[src/rtl/spi_fram_defines.svh]
// opcodes, status field positions, reset values and protection bounds
`ifndef SPI_FRAM_DEFINES_SVH
`define SPI_FRAM_DEFINES_SVH

// ----------------------------------------------------------------
// opcodes
// ----------------------------------------------------------------
`define OPC_LATCH_SET 8'h06
`define OPC_LATCH_CLEAR 8'h04
`define OPC_STATUS_READ 8'h05
`define OPC_STATUS_WRITE 8'h01
`define OPC_ARRAY_READ 8'h03
`define OPC_ARRAY_WRITE 8'h02

// ----------------------------------------------------------------
// status field positions and reset values
// ----------------------------------------------------------------
`define ST_GUARD_PIN_EN_BIT 7
`define ST_GUARD_HI_BIT 3
`define ST_GUARD_LO_BIT 2
`define ST_LATCH_BIT 1
`define NV_FACTORY_VALUE 3'h0

// ----------------------------------------------------------------
// array geometry and protected range starts
// ----------------------------------------------------------------
`define ADDR_W 13
`define PROT_QUARTER_START 13'h1800
`define PROT_HALF_START 13'h1000
`define PROT_ALL_START 13'h0000

`endif

[src/rtl/spi_fram_pkg.sv]
// types shared by the command decoder and its users
package spi_fram_pkg;

   // ----------------------------------------------------------------
   // status byte layout, msb first
   // ----------------------------------------------------------------
   typedef struct packed {
      logic guard_pin_enable;
      logic [2:0] zero_hi;
      logic block_guard_hi;
      logic block_guard_lo;
      logic write_latch_flag;
      logic zero_lo;
   } status_s;

   // ----------------------------------------------------------------
   // request towards the array
   // ----------------------------------------------------------------
   typedef struct packed {
      logic we;
      logic re;
      logic [12:0] addr;
      logic [7:0] wdata;
   } mem_req_s;

   typedef enum logic [2:0] {
      ST_OPCODE = 3'h0,
      ST_ADDR = 3'h1,
      ST_WDATA = 3'h3,
      ST_RDATA = 3'h2,
      ST_SREAD = 3'h6,
      ST_SWRITE = 3'h7,
      ST_IGNORE = 3'h5,
      ST_DONE = 3'h4
   } cmd_state_e;

endpackage : spi_fram_pkg

[src/rtl/pin_sync.sv]
// two-flop synchroniser per pin with edge detection on the settled level
`timescale 1ns/1ps
module pin_sync #(
   parameter int W = 4
) (
   input wire logic clk_i,
   input wire logic reset_i,
   input wire logic [W-1:0] d_i,
   output logic [W-1:0] q_o,
   output logic [W-1:0] rise_o,
   output logic [W-1:0] fall_o
);

   if (W < 1) begin : g_bad_width
      $error("pin_sync needs at least one pin");
   end

   // ----------------------------------------------------------------
   // per-pin chain: meta flop feeds only the second flop
   // ----------------------------------------------------------------
   for (genvar i = 0; i < W; i++) begin : g_pin
      logic meta_q;
      logic sync_q;
      logic last_q;
      always_ff @(posedge clk_i or posedge reset_i) begin
         if (reset_i) begin
            meta_q <= 1'b0;
            sync_q <= 1'b0;
            last_q <= 1'b0;
         end else begin
            meta_q <= d_i[i];
            sync_q <= meta_q;
            last_q <= sync_q;
         end
      end
      assign q_o[i] = sync_q;
      assign rise_o[i] = sync_q & ~last_q;
      assign fall_o[i] = ~sync_q & last_q;
   end

endmodule : pin_sync

[src/rtl/spi_fram_cmd_write_guard.sv]
// opcode decoder, status byte and write guard of a serial memory slave
//
// Notes on behaviour
// 06h sets, 04h clears the write latch
// 05h reads status, 01h writes status
// 03h reads array, 02h writes array
// latch comes up cleared at power-up
// set opcode sets latch, shown at bit 1
// status write data never changes the latch bit
// latch clears at select release after writes
// clear opcode blocks writes, status shows zero
// bits 7,3,2,1: pin enable, guards, latch
// bits 0 and 4-6 read zero always
// block guard bits are kept nonvolatile
// guard field selects none, quarter, half, all
// array write needs latch and unprotected address
// pin enable with pin low refuses status writes
// status write needs latch set
// accepted status write updates enable and guards
// status opcode returns one status byte; code reloads and repeats it for every further byte
// master sets latch first, holds pin high
// factory nonvolatile bits are all zero
// first byte is opcode, msb first
// unknown opcode ignored, output stays off
// sample rising, drive falling, detect mode
// burst hitting protected address stops writing
// status commit after eighth data bit
// status shifted msb first, zeros fixed
`timescale 1ns/1ps
`include "spi_fram_defines.svh"
module spi_fram_cmd_write_guard (
   input wire logic clk_i,
   input wire logic reset_i,
   input wire logic cs_n_i,
   input wire logic sck_i,
   input wire logic si_i,
   input wire logic guard_pin_n_i,
   output logic so_o,
   output logic so_oe_o,
   input wire logic [2:0] nv_image_i,
   output logic [2:0] nv_image_o,
   output spi_fram_pkg::mem_req_s mem_req_o,
   input wire logic [7:0] mem_rdata_i,
   output logic mode3_o
);

   // ----------------------------------------------------------------
   // pin synchronisation
   // ----------------------------------------------------------------
   localparam int P_CS = 3;
   localparam int P_SCK = 2;
   localparam int P_SI = 1;
   localparam int P_WP = 0;
   logic [3:0] pin_s;
   logic [3:0] pin_rise;
   logic [3:0] pin_fall;

   pin_sync #(.W(4)) u_sync (
      .clk_i(clk_i),
      .reset_i(reset_i),
      // select and guard inverted so the flop reset level is the idle pin level
      .d_i({~cs_n_i, sck_i, si_i, ~guard_pin_n_i}),
      .q_o(pin_s),
      .rise_o(pin_rise),
      .fall_o(pin_fall)
   );

   logic sel;
   logic cs_start;
   logic cs_end;
   logic sck_rise;
   logic sck_fall;
   assign sel = pin_s[P_CS];
   assign cs_start = pin_rise[P_CS];
   assign cs_end = pin_fall[P_CS];
   assign sck_rise = sel & pin_rise[P_SCK];
   assign sck_fall = sel & pin_fall[P_SCK];

   // ----------------------------------------------------------------
   // state and shift registers
   // ----------------------------------------------------------------
   spi_fram_pkg::cmd_state_e state_q;
   logic [2:0] bit_cnt_q;
   logic [6:0] sh_q;
   logic [7:0] byte_in;
   logic byte_done;
   logic [`ADDR_W-1:0] addr_q;
   logic addr_byte_q;
   logic is_write_q;
   logic pend_clr_q;
   logic stop_q;
   logic latch_q;
   logic guard_en_q;
   logic [1:0] guard_q;
   logic nv_loaded_q;
   logic mode3_q;
   logic seen_rise_q;
   logic [7:0] out_q;
   logic so_q;
   logic so_oe_q;
   logic rd_load_q;
   spi_fram_pkg::status_s status;
   spi_fram_pkg::mem_req_s req_q;

   assign byte_in = {sh_q, pin_s[P_SI]};
   assign byte_done = sck_rise & (bit_cnt_q == 3'h7);

   // ----------------------------------------------------------------
   // protection decode and write permission
   // ----------------------------------------------------------------
   function automatic logic is_protected(input logic [1:0] g, input logic [`ADDR_W-1:0] a);
      logic p;
      p = 1'b0;
      case (g)
         2'h1: p = (a >= `PROT_QUARTER_START);
         2'h2: p = (a >= `PROT_HALF_START);
         2'h3: p = (a >= `PROT_ALL_START);
         default: p = 1'b0;
      endcase
      return p;
   endfunction : is_protected

   logic prot_now;
   logic arr_write_ok;
   logic stat_write_ok;
   assign prot_now = is_protected(guard_q, addr_q);
   assign arr_write_ok = latch_q & ~prot_now & ~stop_q;
   // the guard pin only gates status writes, never the array
   assign stat_write_ok = latch_q & ~(guard_en_q & pin_s[P_WP]);

   assign status.guard_pin_enable = guard_en_q;
   assign status.zero_hi = 3'h0;
   assign status.block_guard_hi = guard_q[1];
   assign status.block_guard_lo = guard_q[0];
   assign status.write_latch_flag = latch_q;
   assign status.zero_lo = 1'b0;

   // ----------------------------------------------------------------
   // command sequencing
   // ----------------------------------------------------------------
   always_ff @(posedge clk_i or posedge reset_i) begin
      if (reset_i) begin
         state_q <= spi_fram_pkg::ST_OPCODE;
         bit_cnt_q <= 3'h0;
         sh_q <= 7'h00;
         addr_q <= '0;
         addr_byte_q <= 1'b0;
         is_write_q <= 1'b0;
         pend_clr_q <= 1'b0;
         stop_q <= 1'b0;
      end else if (cs_start || cs_end) begin
         // each select cycle carries exactly one opcode
         state_q <= spi_fram_pkg::ST_OPCODE;
         bit_cnt_q <= 3'h0;
         addr_byte_q <= 1'b0;
         stop_q <= 1'b0;
         if (cs_start) begin
            pend_clr_q <= 1'b0;
         end
      end else if (sck_rise) begin
         bit_cnt_q <= bit_cnt_q + 3'h1;
         sh_q <= byte_in[6:0];
         if (byte_done) begin
            case (state_q)
               spi_fram_pkg::ST_OPCODE: begin
                  if (byte_in == `OPC_LATCH_SET) begin
                     state_q <= spi_fram_pkg::ST_DONE;
                  end else if (byte_in == `OPC_LATCH_CLEAR) begin
                     state_q <= spi_fram_pkg::ST_DONE;
                     pend_clr_q <= 1'b1;
                  end else if (byte_in == `OPC_STATUS_READ) begin
                     state_q <= spi_fram_pkg::ST_SREAD;
                  end else if (byte_in == `OPC_STATUS_WRITE) begin
                     state_q <= spi_fram_pkg::ST_SWRITE;
                     pend_clr_q <= 1'b1;
                  end else if (byte_in == `OPC_ARRAY_READ) begin
                     state_q <= spi_fram_pkg::ST_ADDR;
                     is_write_q <= 1'b0;
                  end else if (byte_in == `OPC_ARRAY_WRITE) begin
                     state_q <= spi_fram_pkg::ST_ADDR;
                     is_write_q <= 1'b1;
                     pend_clr_q <= 1'b1;
                  end else begin
                     state_q <= spi_fram_pkg::ST_IGNORE;
                  end
               end
               spi_fram_pkg::ST_ADDR: begin
                  // upper three address bits are dropped
                  addr_q <= {addr_q[4:0], byte_in};
                  addr_byte_q <= 1'b1;
                  if (addr_byte_q) begin
                     state_q <= is_write_q ? spi_fram_pkg::ST_WDATA : spi_fram_pkg::ST_RDATA;
                  end
               end
               spi_fram_pkg::ST_WDATA: begin
                  if (arr_write_ok) begin
                     addr_q <= addr_q + 13'h1;
                  end else begin
                     stop_q <= 1'b1;
                  end
               end
               spi_fram_pkg::ST_RDATA: begin
                  addr_q <= addr_q + 13'h1;
               end
               spi_fram_pkg::ST_SWRITE: begin
                  state_q <= spi_fram_pkg::ST_DONE;
               end
               default: begin
                  state_q <= state_q;
               end
            endcase
         end
      end
   end

   // ----------------------------------------------------------------
   // write latch
   // ----------------------------------------------------------------
   always_ff @(posedge clk_i or posedge reset_i) begin
      if (reset_i) begin
         latch_q <= 1'b0;
      end else if (cs_end && pend_clr_q) begin
         latch_q <= 1'b0;
      end else if (byte_done && state_q == spi_fram_pkg::ST_OPCODE &&
                   byte_in == `OPC_LATCH_SET) begin
         latch_q <= 1'b1;
      end
   end

   // ----------------------------------------------------------------
   // nonvolatile bits: factory zero, restored once after power-up
   // ----------------------------------------------------------------
   always_ff @(posedge clk_i or posedge reset_i) begin
      if (reset_i) begin
         {guard_en_q, guard_q} <= `NV_FACTORY_VALUE;
         nv_loaded_q <= 1'b0;
      end else if (!nv_loaded_q) begin
         // backing store is read after release, never under reset
         {guard_en_q, guard_q} <= nv_image_i;
         nv_loaded_q <= 1'b1;
      end else if (byte_done && state_q == spi_fram_pkg::ST_SWRITE && stat_write_ok) begin
         // the latch bit in the data byte is ignored
         guard_en_q <= byte_in[`ST_GUARD_PIN_EN_BIT];
         guard_q <= {byte_in[`ST_GUARD_HI_BIT], byte_in[`ST_GUARD_LO_BIT]};
      end
   end
   assign nv_image_o = {guard_en_q, guard_q};

   // ----------------------------------------------------------------
   // array requests
   // ----------------------------------------------------------------
   always_ff @(posedge clk_i or posedge reset_i) begin
      if (reset_i) begin
         req_q <= '0;
         rd_load_q <= 1'b0;
      end else begin
         req_q.we <= 1'b0;
         req_q.re <= 1'b0;
         rd_load_q <= req_q.re;
         if (byte_done && state_q == spi_fram_pkg::ST_WDATA && arr_write_ok) begin
            req_q.we <= 1'b1;
            req_q.addr <= addr_q;
            req_q.wdata <= byte_in;
         end else if (byte_done && state_q == spi_fram_pkg::ST_ADDR && addr_byte_q &&
                      !is_write_q) begin
            req_q.re <= 1'b1;
            req_q.addr <= {addr_q[4:0], byte_in};
         end else if (byte_done && state_q == spi_fram_pkg::ST_RDATA) begin
            req_q.re <= 1'b1;
            req_q.addr <= addr_q + 13'h1;
         end
      end
   end
   assign mem_req_o = req_q;

   // ----------------------------------------------------------------
   // mode detect and serial output
   // ----------------------------------------------------------------
   always_ff @(posedge clk_i or posedge reset_i) begin
      if (reset_i) begin
         mode3_q <= 1'b0;
         seen_rise_q <= 1'b0;
      end else if (cs_start) begin
         mode3_q <= pin_s[P_SCK];
         seen_rise_q <= 1'b0;
      end else if (sck_rise) begin
         seen_rise_q <= 1'b1;
      end
   end
   assign mode3_o = mode3_q;

   always_ff @(posedge clk_i or posedge reset_i) begin
      if (reset_i) begin
         out_q <= 8'h00;
         so_q <= 1'b0;
         so_oe_q <= 1'b0;
      end else if (cs_start || cs_end) begin
         so_oe_q <= 1'b0;
      end else if (byte_done && (state_q == spi_fram_pkg::ST_SREAD ||
                  (state_q == spi_fram_pkg::ST_OPCODE && byte_in == `OPC_STATUS_READ))) begin
         out_q <= status;
      end else if (rd_load_q) begin
         out_q <= mem_rdata_i;
      end else if (sck_fall && (!mode3_q || seen_rise_q) &&
                  (state_q == spi_fram_pkg::ST_SREAD || state_q == spi_fram_pkg::ST_RDATA)) begin
         so_q <= out_q[7];
         out_q <= {out_q[6:0], 1'b0};
         so_oe_q <= 1'b1;
      end
   end
   assign so_o = so_q;
   assign so_oe_o = so_oe_q;

   logic op_set;
   logic wr_ok_byte;
   assign op_set = byte_done && state_q == spi_fram_pkg::ST_OPCODE && byte_in == `OPC_LATCH_SET;
   assign wr_ok_byte = byte_done && state_q == spi_fram_pkg::ST_SWRITE && stat_write_ok &&
                       nv_loaded_q;
endmodule : spi_fram_cmd_write_guard

[config.mk]
export PLATFORM = sky130hd
export DESIGN_NAME = spi_fram_cmd_write_guard
export DESIGN_NICKNAME = d
export VERILOG_FILES = /design/src/rtl/spi_fram_pkg.sv /design/src/rtl/pin_sync.sv /design/src/rtl/spi_fram_cmd_write_guard.sv
export VERILOG_INCLUDE_DIRS = /design/src /design/src/rtl
export SDC_FILE = /design/constraint.sdc
export NUM_CORES = 1
export LEC_CHECK = 0
export ABC_AREA = 0
export BUFFER_PORTS_ARGS = -buffer_cell sky130_fd_sc_hd__buf_2
export CORE_MARGIN = 5
export CORE_UTILIZATION = 50
export CTS_BUF_LIST = sky130_fd_sc_hd__clkbuf_16
export DETAILED_ROUTE_END_ITERATION = 8
export PLACE_DENSITY = 0.7
export SYNTH_ARGS = -nofsm -noshare
export SYNTH_HDL_FRONTEND = slang
export SYNTH_HIERARCHICAL = 1
export SYNTH_SLANG_ARGS = --single-unit
[constraint.sdc]
create_clock -name clk_i -period 2.3 [get_ports clk_i]
set_input_delay 0.115 -clock clk_i [delete_from_list [all_inputs] [get_ports clk_i]]
set_output_delay 0.115 -clock clk_i [all_outputs]
set_load 0.02 [all_outputs]
==> summary.txt <==
Status
  • Status: finished, final reports clean

Timing
  • Worst-Margin Slew: 536 ps
  • Clock skew: between 7 and 8 ps
  • Max Clock Freq: 450 MHz
  • Setup TNS: 0 ps
  • Max Slew Vio Count: 0
  • Final setup violation count: 0
  • Slew HR: roughly 64%
  • Fin crit period: ~2200 ps
  • Tcrit/Tclk final: 96.7%
  • Hold Slack: between 30 and 40 ps
  • Final worst setup slack: between 70 and 80 ps
  • Unrepaired setup endpoints after global routing: false
  • Hold Fails Final Rpt: 0

Critical path
  • CP peak stage delay: 400 ps
  • CP max stage cell: dfrtp_1
  • CP startpoint kind: register
  • R2r setup slk: ~75 ps
  • Reg2reg start: bit_cnt_q[0]$_DFFE_PP0P_
  • Worst-path cell chain: ha_1 > ha_1 > nand4b_1 > buf_4 > nand2b_1 > o21ai_0 > a221o_1
  • Worst Path Arrival: 2440 ps
  • Worst-path maximum fanout: 11
  • Crit-path most repeated cell: ha_1
  • Reg2reg path depth: 7
  • WS Path Type: reg2reg
  • Crit end category: register
  • R2r endpoint: mem_req_o[14]$_DFFE_PP0P_
  • Worst Path Required: approximately 2500 ps

Floorplanning
  • Full die area: 10,100 sq um
  • Core ar.: between 8000 and 9000 sq um
  • DIE WIDTH: 101 um
  • FP Rows: 33
  • Die Y: 101 um
  • Initial core utilization: 50.6%
  • Top Ports: between 40 and 50

Final layout
  • Most frequent cells in the layout: 81 x dfrtp_1, 60 x nand2_1, 45 x buf_2
  • Commonest non-fill, non-tap cell in the layout: dfrtp_1
  • Layout cells sized above 1: between 20% and 30%
  • Final Util: between 60 and 70%
  • Antenna Cells: 0
  • Final #Nets: between 500 and 600
  • Area grow syn2layout: 20.8%

Min path
  • Worst hold path type: in2reg
  • Endpoint with the worst hold slack: guard_en_q$_DFFE_PP0P_
  • Hold path depth: 3
  • Hold path start: nv_image_i[2]

Pwr
  • Leakage: 0.00237 uW
  • Power Density: 686 nW/um^2
  • Worst VDD drop: 0.000505 V
  • Total power: around 3400 uW

Global route
  • First-pass GRT wire length: 16,900 um
  • Largest net degree at the start of global routing: 37
  • Total grt overflow: 0
  • Vias in the first global route: about 3,400
  • Initial antenna violation count: 0
  • Total track usage: 21.0%

Yosys
  • Cells after Synth: around 420
  • Syn Std Cell Area: 4100 sq um
  • Syn nets: between 400 and 500
  • Syn avg cell area: 9.71 sq um
  • Synth warn: 6

Clock network
  • CTS H-tree depth: 3
  • Max Root-Sink Buffers: 2
  • Worst-path clk slew: approximately 60 ps
  • TritonCTS clock tree: built
  • Clk sinks: 81
  • Clk_lat worst skew: between 300 and 400 ps
  • CTS Root Buffer Type: clkbuf_16
  • Total CTS buffers: 9

Run
  • Max_cap viols: 0

Place
  • Setup WS pre-CTS: roughly 96 ps
  • Gp weighted congestion: between 0.9 and 1
  • Hpwl dp: ~7000 um
  • Port-buffer cells: 45

Detailed routing
  • Vias per cell: 5.87
  • Detailed Route Iter0 Violations: roughly 280
  • Routed WL: approximately 10,000 um
  • DR DRC count: 0
  • Via Count: about 3,500
  • Post-route ant nets: 0
  • WL per Instance: around 17 um
  • DRT Pass-1 Iters: 5
==> metal layers <==
layer  wire, um  global-route usage [%]  up-vias
met5          0                       0        -
met4        241                    6.42        0
met3        815                    4.64       25
met2       4560                    32.4      170
met1       4410                    29.7     1674
li1           -                       -     1641
==> layout make-up <==
cell class	count	area (sq um)
Clock buffer	9	225
Clock inverter	6	61.3
Fill cell	722	3140
Inverter	10	37.5
Multi-Input combinational cell	299	1890
Sequential cell	81	2030
Tap cell	105	131
Timing Repair Buffer	88	573
==> worst max-delay path by stage <==
stage | start | endpoint | depth (start not counted) | slack [ps]
after floorplan | sh_q[6]$_DFFE_PP0P_ | is_write_q$_DFFE_PP0P_ | 5 | 210
after global placement | sh_q[5]$_DFFE_PP0P_ | is_write_q$_DFFE_PP0P_ | 5 | 180
after detailed placement | bit_cnt_q[0]$_DFFE_PP0P_ | is_write_q$_DFFE_PP0P_ | 6 | 100
after CTS | bit_cnt_q[0]$_DFFE_PP0P_ | is_write_q$_DFFE_PP0P_ | 6 | 80
after global routing | bit_cnt_q[0]$_DFFE_PP0P_ | mem_req_o[12]$_DFFE_PP0P_ | 7 | 10
final | bit_cnt_q[0]$_DFFE_PP0P_ | mem_req_o[14]$_DFFE_PP0P_ | 7 | 80
==> critical path: cells and delay by family (launching register included) <==
kind | cells | cell delay (ps)
fa+ha+maj | 2 | 400
simple gates | 2 | 610
buf+inv | 1 | 170
compound gates | 2 | 520
flops | 1 | 400
==> stage by stage <==
| stage | std cells | area [sq um] |
|---|---|---|
| after floorplan | 422 | 4100 |
| after global placement | 574 | 4580 |
| after detailed placement | 574 | 4580 |
| after CTS | 594 | 4910 |
| after global routing | 598 | 4950 |
| final | 598 | 4950 |
==> report_power, final <==
part / internal (uW) / leakage (uW) / switching (uW)
logic: 206 / 0.00115 / 254
registers: 1490 / 0.00109 / 61.7
clock network: 828 / 0.000135 / 559
total: 2520 / 0.00237 / 875
==> sequential cells by signal, summed over array words and instances, names as in the netlist, 2 cells and up <==
signal,flops
state_q,3
u_sync/g_pin.meta_q,4
bit_cnt_q,3
u_sync/g_pin.last_q,2
u_sync/g_pin.sync_q,4
mem_req_o,23
sh_q,7
out_q,8
addr_q,13
guard_q,2
==> timing repair <==
item	4_1_cts	5_1_grt
hold endpoints to repair	35	0
hold buffers	5	0
gates resized for setup	0	1
setup endpoints to repair	0	7
setup buffers	0	4
Note: power is estimated with default switching activity, not from simulation.
